--- config.mk ---
export PLATFORM = sky130hd
export DESIGN_NAME = icvd_init_config
export DESIGN_NICKNAME = d
export VERILOG_FILES = /design/src/icvd_pkg.sv /design/src/icvd_init_config.sv
export SDC_FILE = /design/constraint.sdc
export NUM_CORES = 1
export LEC_CHECK = 0
export ABC_AREA = 1
export ABC_CLOCK_PERIOD_IN_PS = 3500
export BUFFER_PORTS_ARGS = -buffer_cell sky130_fd_sc_hd__buf_2
export CAP_MARGIN = 10
export CORE_MARGIN = 10
export CORE_UTILIZATION = 23
export CTS_CLUSTER_DIAMETER = 150
export DETAILED_ROUTE_END_ITERATION = 10
export SYNTH_ARGS = -nofsm -noshare
export SYNTH_HDL_FRONTEND = slang
export SYNTH_SLANG_ARGS = --single-unit
--- constraint.sdc ---
create_clock -name clk -period 3.5 [get_ports clk]
set_input_delay 0.525 -clock clk [delete_from_list [all_inputs] [get_ports clk]]
set_output_delay 0.525 -clock clk [all_outputs]
set_load 0.005 [all_outputs]
--- src/icvd_pkg.sv ---
// package for the init/config register bank: bit positions, reset values, refresh figures
// assumes a host write port that already decodes which of the two registers is addressed
//
// Notes on behaviour
// writes ignored unless config write gate set
// writes apply at once, bypassing host FIFO
// bit0 reports latched pci function arrangement
// bit1 write wait states, resets to one
// bit2 reports one or two accelerators
// bit3 enables frame buffer reads, resets zero
// bits7:4 tile count halved, resets zero
// bit8 holds video timing in reset
// bit9 overrides syncs with bits 10,11
// bit12 blanks monitor, resets to one
// bits13-16 enable outputs, tristate at reset
// clock input select and source select
// three two-bit clock delay selects
// bit26 inverts double-rate video clock
// bits22,23,25 enable 24bpp, interleave, filter
// bit31 disables fast read-ahead turnaround
// second register dither subtract, pass-through dither
// banking size bit1, banking enable bit20
// bit4 enables triple buffering
// ras, oe, turnaround, read-ahead fifo enables
// bits10:9 choose swap trigger source
// bits19:11 hold video buffer offset
// refresh enable and nine-bit counter load
// reload on expiry, one refresh request each
package icvd_pkg;
    // ---------------------------------------------------------------
    // register select and reset values
    // ---------------------------------------------------------------
    localparam logic icvd_sel_pci_video = 1'b0;
    localparam logic icvd_sel_dram = 1'b1;
    // bits 0 and 2 are status, reset value shows stored bits only
    localparam logic [31:0] icvd_pvi_reset = 32'h0020_1102;
    localparam logic [31:0] icvd_pvi_rw_mask = 32'hfeff_fffa;
    localparam logic [31:0] icvd_dram_reset = 32'h8000_0040;
    localparam logic [31:0] icvd_dram_rw_mask = 32'hffff_fff3;
    // ---------------------------------------------------------------
    // field positions, first register
    // ---------------------------------------------------------------
    localparam int icvd_b_func = 0;
    localparam int icvd_b_wait = 1;
    localparam int icvd_b_multi = 2;
    localparam int icvd_b_lfb_rd = 3;
    localparam int icvd_b_tiles_lo = 4;
    localparam int icvd_b_tiles_hi = 7;
    localparam int icvd_b_vt_rst = 8;
    localparam int icvd_b_sync_ovr = 9;
    localparam int icvd_b_hsync_val = 10;
    localparam int icvd_b_vsync_val = 11;
    localparam int icvd_b_blank = 12;
    localparam int icvd_b_drv_lo = 13;
    localparam int icvd_b_drv_hi = 16;
    localparam int icvd_b_vclk_in = 17;
    localparam int icvd_b_dly2x_lo = 18;
    localparam int icvd_b_src_lo = 20;
    localparam int icvd_b_bpp24 = 22;
    localparam int icvd_b_sli = 23;
    localparam int icvd_b_filter = 25;
    localparam int icvd_b_invert = 26;
    localparam int icvd_b_dlysel_lo = 27;
    localparam int icvd_b_dlyclk_lo = 29;
    localparam int icvd_b_no_fast_rar = 31;
    // ---------------------------------------------------------------
    // field positions, second register
    // ---------------------------------------------------------------
    localparam int icvd_b_dith_sub = 0;
    localparam int icvd_b_bank_size = 1;
    localparam int icvd_b_triple = 4;
    localparam int icvd_b_fast_ras = 5;
    localparam int icvd_b_gen_oe = 6;
    localparam int icvd_b_fast_raw = 7;
    localparam int icvd_b_pass_dith = 8;
    localparam int icvd_b_swap_lo = 9;
    localparam int icvd_b_swap_hi = 10;
    localparam int icvd_b_offs_lo = 11;
    localparam int icvd_b_offs_hi = 19;
    localparam int icvd_b_bank_en = 20;
    localparam int icvd_b_ra_fifo = 21;
    localparam int icvd_b_refr_en = 22;
    localparam int icvd_b_refr_lo = 23;
    localparam int icvd_b_refr_hi = 31;
    // ---------------------------------------------------------------
    // refresh counter shape
    // ---------------------------------------------------------------
    localparam int icvd_refr_width = 14;
    localparam int icvd_refr_low_bits = 5;
    localparam logic [4:0] icvd_refr_low_zero = 5'h00;
    localparam logic [13:0] icvd_refr_zero = 14'h0000;
    localparam logic [13:0] icvd_refr_one = 14'h0001;
endpackage

--- src/icvd_init_config.sv ---
// register bank for the pci/video and dram init registers with refresh timer
// assumes write/read strobes are synchronous to clk; strap and detect pins are asynchronous
`timescale 1ns/1ps
module icvd_init_config
    import icvd_pkg::*;
(
    // clock and reset
    input wire logic clk,
    input wire logic reset_n,
    // host register port
    input wire logic host_wr,
    input wire logic host_rd,
    input wire logic host_sel,
    input wire logic [31:0] host_wdata,
    output logic [31:0] host_rdata,
    // pci configuration gate
    input wire logic init_register_write_gate,
    // straps and detection pins
    input wire logic func_strap_pin,
    input wire logic multi_chip_pin,
    // pci controller controls
    output logic pci_write_wait,
    output logic lfb_read_enable,
    output logic no_fast_rar_turnaround,
    // video timing controls
    input wire logic timing_hsync,
    input wire logic timing_vsync,
    input wire logic timing_blank,
    output logic [3:0] tiles_x_half,
    output logic video_timing_reset,
    output logic hsync_out,
    output logic vsync_out,
    output logic blank_out,
    output logic video_data_oe,
    output logic blank_oe,
    output logic sync_oe,
    output logic dot_clock_oe,
    output logic vclk_input_slave,
    output logic [1:0] vclk_source,
    output logic [1:0] double_rate_video_clock_delay,
    output logic [1:0] selected_double_rate_clock_delay,
    output logic [1:0] video_clock_delay,
    output logic invert_double_rate_video_clock,
    output logic bpp24_enable,
    output logic interleave_enable,
    output logic edge_filter_enable,
    // dram controller controls
    output logic dither_subtract_enable,
    output logic bank_size_256k,
    output logic triple_buffer_enable,
    output logic fast_ras_enable,
    output logic gen_oe_enable,
    output logic fast_raw_turnaround,
    output logic pass_dither_enable,
    output logic [1:0] swap_source,
    output logic [8:0] video_buffer_offset,
    output logic bank_enable,
    output logic read_ahead_fifo_enable,
    output logic refresh_request
);
    // ---------------------------------------------------------------
    // pin synchronisers and straps
    // ---------------------------------------------------------------
    logic func_meta_reg, func_sync_reg;
    logic multi_meta_reg, multi_sync_reg;
    logic strap_taken_reg, func_latched_reg;

    always_ff @(posedge clk) begin
        func_meta_reg <= func_strap_pin;
        func_sync_reg <= func_meta_reg;
        multi_meta_reg <= multi_chip_pin;
        multi_sync_reg <= multi_meta_reg;
    end

    // arrangement is captured once after reset release, later pin motion ignored
    always_ff @(posedge clk) begin
        if (!reset_n) begin
            strap_taken_reg <= 1'b0;
            func_latched_reg <= 1'b0;
        end else if (!strap_taken_reg) begin
            strap_taken_reg <= 1'b1;
            func_latched_reg <= func_sync_reg;
        end
    end

    // ---------------------------------------------------------------
    // register storage
    // ---------------------------------------------------------------
    logic [31:0] pvi_reg, pvi_next;
    logic [31:0] dram_reg, dram_next;
    wire wr_ok = host_wr && init_register_write_gate;
    wire wr_pvi = wr_ok && (host_sel == icvd_sel_pci_video);
    wire wr_dram = wr_ok && (host_sel == icvd_sel_dram);

    // no fifo on this path: the value lands on the next edge
    assign pvi_next = wr_pvi ? (host_wdata & icvd_pvi_rw_mask) : pvi_reg;
    assign dram_next = wr_dram ? (host_wdata & icvd_dram_rw_mask) : dram_reg;

    always_ff @(posedge clk) begin
        if (!reset_n) begin
            pvi_reg <= icvd_pvi_reset;
            dram_reg <= icvd_dram_reset;
        end else begin
            pvi_reg <= pvi_next;
            dram_reg <= dram_next;
        end
    end

    // ---------------------------------------------------------------
    // read path
    // ---------------------------------------------------------------
    logic [31:0] pvi_view;
    always_comb begin
        pvi_view = pvi_reg;
        pvi_view[icvd_b_func] = func_latched_reg;
        pvi_view[icvd_b_multi] = multi_sync_reg;
    end
    wire [31:0] rd_mux = (host_sel == icvd_sel_dram) ? dram_reg : pvi_view;

    always_ff @(posedge clk) begin
        if (!reset_n) begin
            host_rdata <= 32'h0000_0000;
        end else if (host_rd) begin
            host_rdata <= rd_mux;
        end
    end

    // ---------------------------------------------------------------
    // video sync and blank selection
    // ---------------------------------------------------------------
    wire ovr = pvi_reg[icvd_b_sync_ovr];
    wire hs_d = ovr ? pvi_reg[icvd_b_hsync_val] : timing_hsync;
    wire vs_d = ovr ? pvi_reg[icvd_b_vsync_val] : timing_vsync;
    wire bl_d = pvi_reg[icvd_b_blank] | timing_blank;

    always_ff @(posedge clk) begin
        if (!reset_n) begin
            hsync_out <= 1'b0;
        end else begin
            hsync_out <= hs_d;
        end
    end

    always_ff @(posedge clk) begin
        if (!reset_n) begin
            vsync_out <= 1'b0;
        end else begin
            vsync_out <= vs_d;
        end
    end

    // blank is held through reset so the monitor never sees a stray frame
    always_ff @(posedge clk) begin
        if (!reset_n) begin
            blank_out <= 1'b1;
        end else begin
            blank_out <= bl_d;
        end
    end

    // ---------------------------------------------------------------
    // field decode, first register
    // ---------------------------------------------------------------
    wire wait_d = pvi_reg[icvd_b_wait];
    wire lfb_d = pvi_reg[icvd_b_lfb_rd];
    wire [3:0] tiles_d = pvi_reg[icvd_b_tiles_hi:icvd_b_tiles_lo];
    wire vt_rst_d = pvi_reg[icvd_b_vt_rst];
    wire data_oe_d = pvi_reg[icvd_b_drv_lo];
    wire blank_oe_d = pvi_reg[icvd_b_drv_lo+1];
    wire sync_oe_d = pvi_reg[icvd_b_drv_lo+2];
    wire dclk_oe_d = pvi_reg[icvd_b_drv_hi];
    wire vclk_in_d = pvi_reg[icvd_b_vclk_in];
    wire [1:0] vclk_src_d = pvi_reg[icvd_b_src_lo+:2];
    wire [1:0] dly2x_d = pvi_reg[icvd_b_dly2x_lo+:2];
    wire [1:0] dlysel_d = pvi_reg[icvd_b_dlysel_lo+:2];
    wire [1:0] dlyclk_d = pvi_reg[icvd_b_dlyclk_lo+:2];
    wire invert_d = pvi_reg[icvd_b_invert];
    wire bpp24_d = pvi_reg[icvd_b_bpp24];
    wire interleave_d = pvi_reg[icvd_b_sli];
    wire filter_d = pvi_reg[icvd_b_filter];
    wire no_fast_rar_d = pvi_reg[icvd_b_no_fast_rar];

    // ---------------------------------------------------------------
    // field decode, second register
    // ---------------------------------------------------------------
    wire dith_sub_d = dram_reg[icvd_b_dith_sub];
    wire pass_dith_d = dram_reg[icvd_b_pass_dith];
    wire bank_size_d = dram_reg[icvd_b_bank_size];
    wire bank_en_d = dram_reg[icvd_b_bank_en];
    wire triple_d = dram_reg[icvd_b_triple];
    wire fast_ras_d = dram_reg[icvd_b_fast_ras];
    wire gen_oe_d = dram_reg[icvd_b_gen_oe];
    // software must keep oe on; gating here avoids a bad turnaround anyway
    wire fast_raw_d = dram_reg[icvd_b_fast_raw] & gen_oe_d;
    wire ra_fifo_d = dram_reg[icvd_b_ra_fifo];
    wire [1:0] swap_d = dram_reg[icvd_b_swap_hi:icvd_b_swap_lo];
    wire [8:0] offs_d = dram_reg[icvd_b_offs_hi:icvd_b_offs_lo];

    // ---------------------------------------------------------------
    // control outputs, one flop per field, one edge behind the register
    // ---------------------------------------------------------------
    always_ff @(posedge clk) begin
        pci_write_wait <= wait_d;
    end

    always_ff @(posedge clk) begin
        lfb_read_enable <= lfb_d;
    end

    always_ff @(posedge clk) begin
        tiles_x_half <= tiles_d;
    end

    always_ff @(posedge clk) begin
        video_timing_reset <= vt_rst_d;
    end

    always_ff @(posedge clk) begin
        video_data_oe <= data_oe_d;
    end

    always_ff @(posedge clk) begin
        blank_oe <= blank_oe_d;
    end

    always_ff @(posedge clk) begin
        sync_oe <= sync_oe_d;
    end

    always_ff @(posedge clk) begin
        dot_clock_oe <= dclk_oe_d;
    end

    always_ff @(posedge clk) begin
        vclk_input_slave <= vclk_in_d;
    end

    always_ff @(posedge clk) begin
        vclk_source <= vclk_src_d;
    end

    always_ff @(posedge clk) begin
        double_rate_video_clock_delay <= dly2x_d;
    end

    always_ff @(posedge clk) begin
        selected_double_rate_clock_delay <= dlysel_d;
    end

    always_ff @(posedge clk) begin
        video_clock_delay <= dlyclk_d;
    end

    always_ff @(posedge clk) begin
        invert_double_rate_video_clock <= invert_d;
    end

    always_ff @(posedge clk) begin
        bpp24_enable <= bpp24_d;
    end

    always_ff @(posedge clk) begin
        interleave_enable <= interleave_d;
    end

    always_ff @(posedge clk) begin
        edge_filter_enable <= filter_d;
    end

    always_ff @(posedge clk) begin
        no_fast_rar_turnaround <= no_fast_rar_d;
    end

    always_ff @(posedge clk) begin
        dither_subtract_enable <= dith_sub_d;
    end

    always_ff @(posedge clk) begin
        pass_dither_enable <= pass_dith_d;
    end

    always_ff @(posedge clk) begin
        bank_size_256k <= bank_size_d;
    end

    always_ff @(posedge clk) begin
        bank_enable <= bank_en_d;
    end

    always_ff @(posedge clk) begin
        triple_buffer_enable <= triple_d;
    end

    always_ff @(posedge clk) begin
        fast_ras_enable <= fast_ras_d;
    end

    always_ff @(posedge clk) begin
        gen_oe_enable <= gen_oe_d;
    end

    always_ff @(posedge clk) begin
        fast_raw_turnaround <= fast_raw_d;
    end

    always_ff @(posedge clk) begin
        read_ahead_fifo_enable <= ra_fifo_d;
    end

    always_ff @(posedge clk) begin
        swap_source <= swap_d;
    end

    always_ff @(posedge clk) begin
        video_buffer_offset <= offs_d;
    end

    // ---------------------------------------------------------------
    // refresh timer
    // ---------------------------------------------------------------
    logic [13:0] refr_cnt_reg, refr_cnt_next;
    wire refr_on = dram_reg[icvd_b_refr_en];
    wire [13:0] refr_load = {dram_reg[icvd_b_refr_hi:icvd_b_refr_lo], icvd_refr_low_zero};
    wire refr_expire = refr_on && (refr_cnt_reg == icvd_refr_zero);

    // counter reloads while disabled so enabling starts a full period
    assign refr_cnt_next = (!refr_on || refr_expire) ? refr_load
                         : refr_cnt_reg - icvd_refr_one;

    always_ff @(posedge clk) begin
        if (!reset_n) begin
            refr_cnt_reg <= {icvd_dram_reset[icvd_b_refr_hi:icvd_b_refr_lo], icvd_refr_low_zero};
        end else begin
            refr_cnt_reg <= refr_cnt_next;
        end
    end

    // the reload on expiry keeps this a single-cycle pulse per period
    always_ff @(posedge clk) begin
        if (!reset_n) begin
            refresh_request <= 1'b0;
        end else begin
            refresh_request <= refr_expire;
        end
    end
endmodule

# [Word-level counts from Yosys, hierarchy flattened]
# Index checks and enable logic that the tools add are counted.
[word_totals] inputBits=43 reg_bits=160 out_inout_bits=81 wordCells=62
[classes] muxes=5 add_sub_neg=1 bitwise_logic=4 n_reduce_logical=8
[op_table] op="two-way mux 32 bit" n=1
[op_table] op="zero test 14 bit" n=1
[op_table] op="two-way mux 14 bit" n=1
[op_table] op="subtractor 14 x 1 -> 14 bit (second input constant)" n=1
[op_table] op="logical AND 1 bit" n=4
[op_table] op="two-way mux 1 bit" n=3
[op_table] op="NOT 1 bit" n=2
[op_table] op="OR reduction 2 bit" n=1
[op_table] op="bitwise AND 1 bit" n=1
[op_table] op="zero test 1 bit" n=1
[op_table] op="logical OR 1 bit" n=1
[op_table] op="bitwise OR 1 bit" n=1

# [Logic depth before layout (Yosys ltp)]
[depth] word_depth=4 depth_mapped=10 ltp_nobuf=10

# [Worst setup path before layout]
# Ideal clock, no wire load.
[synth_path] kind="input port to flip-flop" from="in host_sel" to="reg dram_reg[10]" setup_ps=119 required_ps=3381 path_buffers=2 stages=7 arrival_ps=1256 path_slack_ps=2125 cell_sequence="buf_4 -> inv_4 -> nor2_8 -> inv_2 -> buf_2 -> o21ai_0 -> a21oi_1"
[synth_via] elab_chain_len=1
[synth_lines] item="start: declaration" line_no="icvd_init_config.sv:13" rtl="input wire logic host_sel,"
[synth_lines] item="logical AND 1 bit" line_no="icvd_init_config.sv:93" rtl="wire wr_dram = wr_ok && (host_sel == icvd_sel_dram);"
[synth_lines] item="end signal: assignment" line_no="icvd_init_config.sv:102" rtl="dram_reg <= icvd_dram_reset;"
[synth_lines] item="end signal: assignment" line_no="icvd_init_config.sv:105" rtl="dram_reg <= dram_next;"
[synth_lines] item="end: declaration" line_no="icvd_init_config.sv:90" rtl="logic [31:0] dram_reg, dram_next;"
# Every way passes these cells.
# A chain may end at the register's enable or synchronous reset.

# [Final worst setup path]
[layout_path] from="in host_wr" to="reg dram_reg[14]"
[layout_via] elab_chain_len=2
[layout_lines] item="start: declaration" line_no="icvd_init_config.sv:11" rtl="input wire logic host_wr,"
[layout_lines] item="logical AND 1 bit" line_no="icvd_init_config.sv:91" rtl="wire wr_ok = host_wr && init_register_write_gate;"
[layout_lines] item="logical AND 1 bit" line_no="icvd_init_config.sv:93"
# Every way passes these cells.

==> results_dict.tcl <==
set metrics [dict create \
    outcome "finished clean" \
    synth_area_leaders "dfxtp_1 (59%), o21ai_0 (7.0%), nor2_1 (6.1%)" \
    seq_area_sq_um 3200 \
    rsz0062_at_grt "no" \
    ys_seq_area_frac 0.591 \
    arrival_ns 1.94 \
    wire_per_inst_microns 14.6 \
    synth_top_area_frac 0.591 \
    max_freq_ghz 0.629 \
    placed_cells 1045 \
    min_period_ns 1.59 \
    n_fill_cell 2478 \
    reg2reg_to "refr_cnt_reg[8]" \
    antenna_found_initial 3 \
    ys.warnings.count 0 \
    place_hpwl_mm 10.3 \
    worst_pin_slew_ns 0.910 \
    htree_levels 4 \
    crit_path_start "host_wr" \
    multiInputGateArea_sq_um 1790 \
    final_nets 789 \
    post-route-drc-count 0 \
    routed_wl_mm 15.7 \
    synthFlopType "dfxtp_1" \
    reg2reg_slack_ns 2.00 \
    power.density_nw_per_um2 601 \
    start_util 0.232 \
    largest_register_ffs 32 \
    synth-edff-count 0 \
    cts_tree "yes" \
    async_flop_share 0 \
    r2r-start "refr_cnt_reg[0]" \
    path_clk_slew_ns 0.06 \
    first_global_vias 4431 \
    antenna_left 0 \
    io_buffer_count 122 \
    synth_top_area_cell "dfxtp_1" \
    rows 56 \
    firstDrtPassIters 4 \
    pre_cts_ws_ns 1.40 \
    synth.most_common_cell "dfxtp_1" \
    vdd.ir_drop.worst_v 0.000292 \
    syn2layout_area_growth_pct 27.3 \
    worstPathRequired_ns 3.85 \
    cts.repair.resized 0 \
    holdPathStages 1 \
    gp_congestion 0.807 \
    die_w_microns 174 \
    io_pins 124 \
    postSynthNetCount 674 \
    postSynthCellCount 630 \
    stdcell_count 1076 \
    cts-root-buf "clkbuf_16" \
    die-area_sq_um 30100 \
    drive_gt1_frac 0.229 \
    cts.sinks 160 \
    final-setup-viol-count 0 \
    syn_area_per_cell_sq_um 8.61 \
    finalSetupTns_ns 0 \
    drv_cap 0 \
    core-area_sq_um 23300 \
    path_class "primary input to flop" \
    slew_headroom 0.393 \
    finalHoldViolations 0 \
    hold_buffers 0 \
    crit_end "dram_reg[14]" \
    p_leak_nw 3.24 \
    routed_via_density 4.12 \
    grt_use_total 0.105 \
    r2r_cells 9 \
    drv_slew 0 \
    min_period_over_period 0.454 \
    synthTopCellsByCount "dfxtp_1 (160), nor2_1 (88), o21ai_0 (76)" \
    drtIter0Drc 214 \
    cts_setup_buffers 0 \
    cts_buffers 17 \
    cts_buffer_depth 2 \
    num_vias 4438 \
    netlist_area_sq_um 5420 \
    grt_overflow_total 0 \
    crit_fanout 52 \
    fin_ws_ns 1.91 \
    setup.worst_path.start_class "primary input" \
    grt_max_degree 57 \
    synth_cell_type_count 28 \
    grt_pass1_wl_mm 25.0 \
    endpoint_kind "flop" \
    clock_skew_ns 0.00738 \
    synth-seq-cells 160 \
    hp-class "primary input to flop" \
    die_y_microns 174 \
    clkLatencyLatePin_ns 0.42 \
]
logic make-up after synthesis:
logic type | share of synthesized area
simple gates | 0.149
compound gates | 0.169
flops | 0.591
buf+inv | 0.0801
xor+xnor | 0.00808
fa+ha+maj | 0.00231
per-stage QoR:
stage | power (mW) | util | hold WS [ns] | cell area, sq um
floorplan | 2.22 | - | 0.310 | 5420
global placement | 2.37 | 0.271 | 0.310 | 6330
detailed placement | 2.37 | 0.271 | 0.314 | 6330
CTS | 4.21 | 0.296 | 0.184 | 6900
global route | 4.35 | 0.296 | 0.181 | 6900
finish | 4.15 | 0.296 | 0.206 | 6900
cell type report:
type,instances,share of cell area
clock buffers,18,0.0622
diodes,1,0.000363
multi-input cells,365,0.259
well taps,319,0.0579
clock inverters,12,0.0199
inverters,72,0.0403
flip-flops and latches,160,0.464
repair buffers,129,0.0961
layout by cell type (no fill, tap or decap), types with 2 or more instances in the layout:
cell,synthesis,final
or2_2,2,2
nand3_1,21,21
nand2_1,68,68
a21oi_1,58,58
clkbuf_16,0,17
xnor2_1,2,2
clkinv_4,0,3
o21ai_1,6,6
nor2_1,88,87
inv_6,1,3
buf_4,3,7
xor2_1,3,3
o211ai_1,29,29
nand2_2,3,3
clkinv_2,0,3
dfxtp_1,160,160
bufinv_16,0,2
nor2_2,2,3
buf_2,17,122
inv_1,68,68
o21ai_0,76,76
critical path: stages:
cell and delay (ns):
buf_2 0.09, nand2_1 0.21, nor2_8 0.10, inv_2 0.67, o21ai_0 0.16, a21oi_1 0.14
per-layer routing:
| metal | share of wire | routed length [microns] | up-vias | track usage |
|---|---|---|---|---|
| li1 | - | - | 2273 | - |
| met3 | 0.065 | 1020 | 16 | 0.0414 |
| met1 | 0.47 | 7450 | 2041 | 0.130 |
| met2 | 0.45 | 7040 | 104 | 0.164 |
| met4 | 0.0094 | 147 | 4 | 0.0356 |
| met5 | 0.0016 | 25 | - | 0 |
worst min path at each step:
stage / startpoint / endpoint / slack [ns]
final: func_strap_pin / func_meta_reg / 0.21
after global routing: func_strap_pin / func_meta_reg / 0.18
after CTS: func_strap_pin / func_meta_reg / 0.18
after detailed placement: func_meta_reg / func_sync_reg / 0.31
after global placement: func_meta_reg / func_sync_reg / 0.31
after floorplan: func_meta_reg / func_sync_reg / 0.31
report_power, final:
group          switching (mW)  total, mW  leakage [nW]  internal (mW)
registers              0.0492       1.97          1.31           1.92
logic                   0.218      0.356          1.65          0.138
clock network           0.772       1.82         0.278           1.05
total                    1.04       4.15          3.24           3.11
Note: power is estimated with default switching activity, not from simulation.
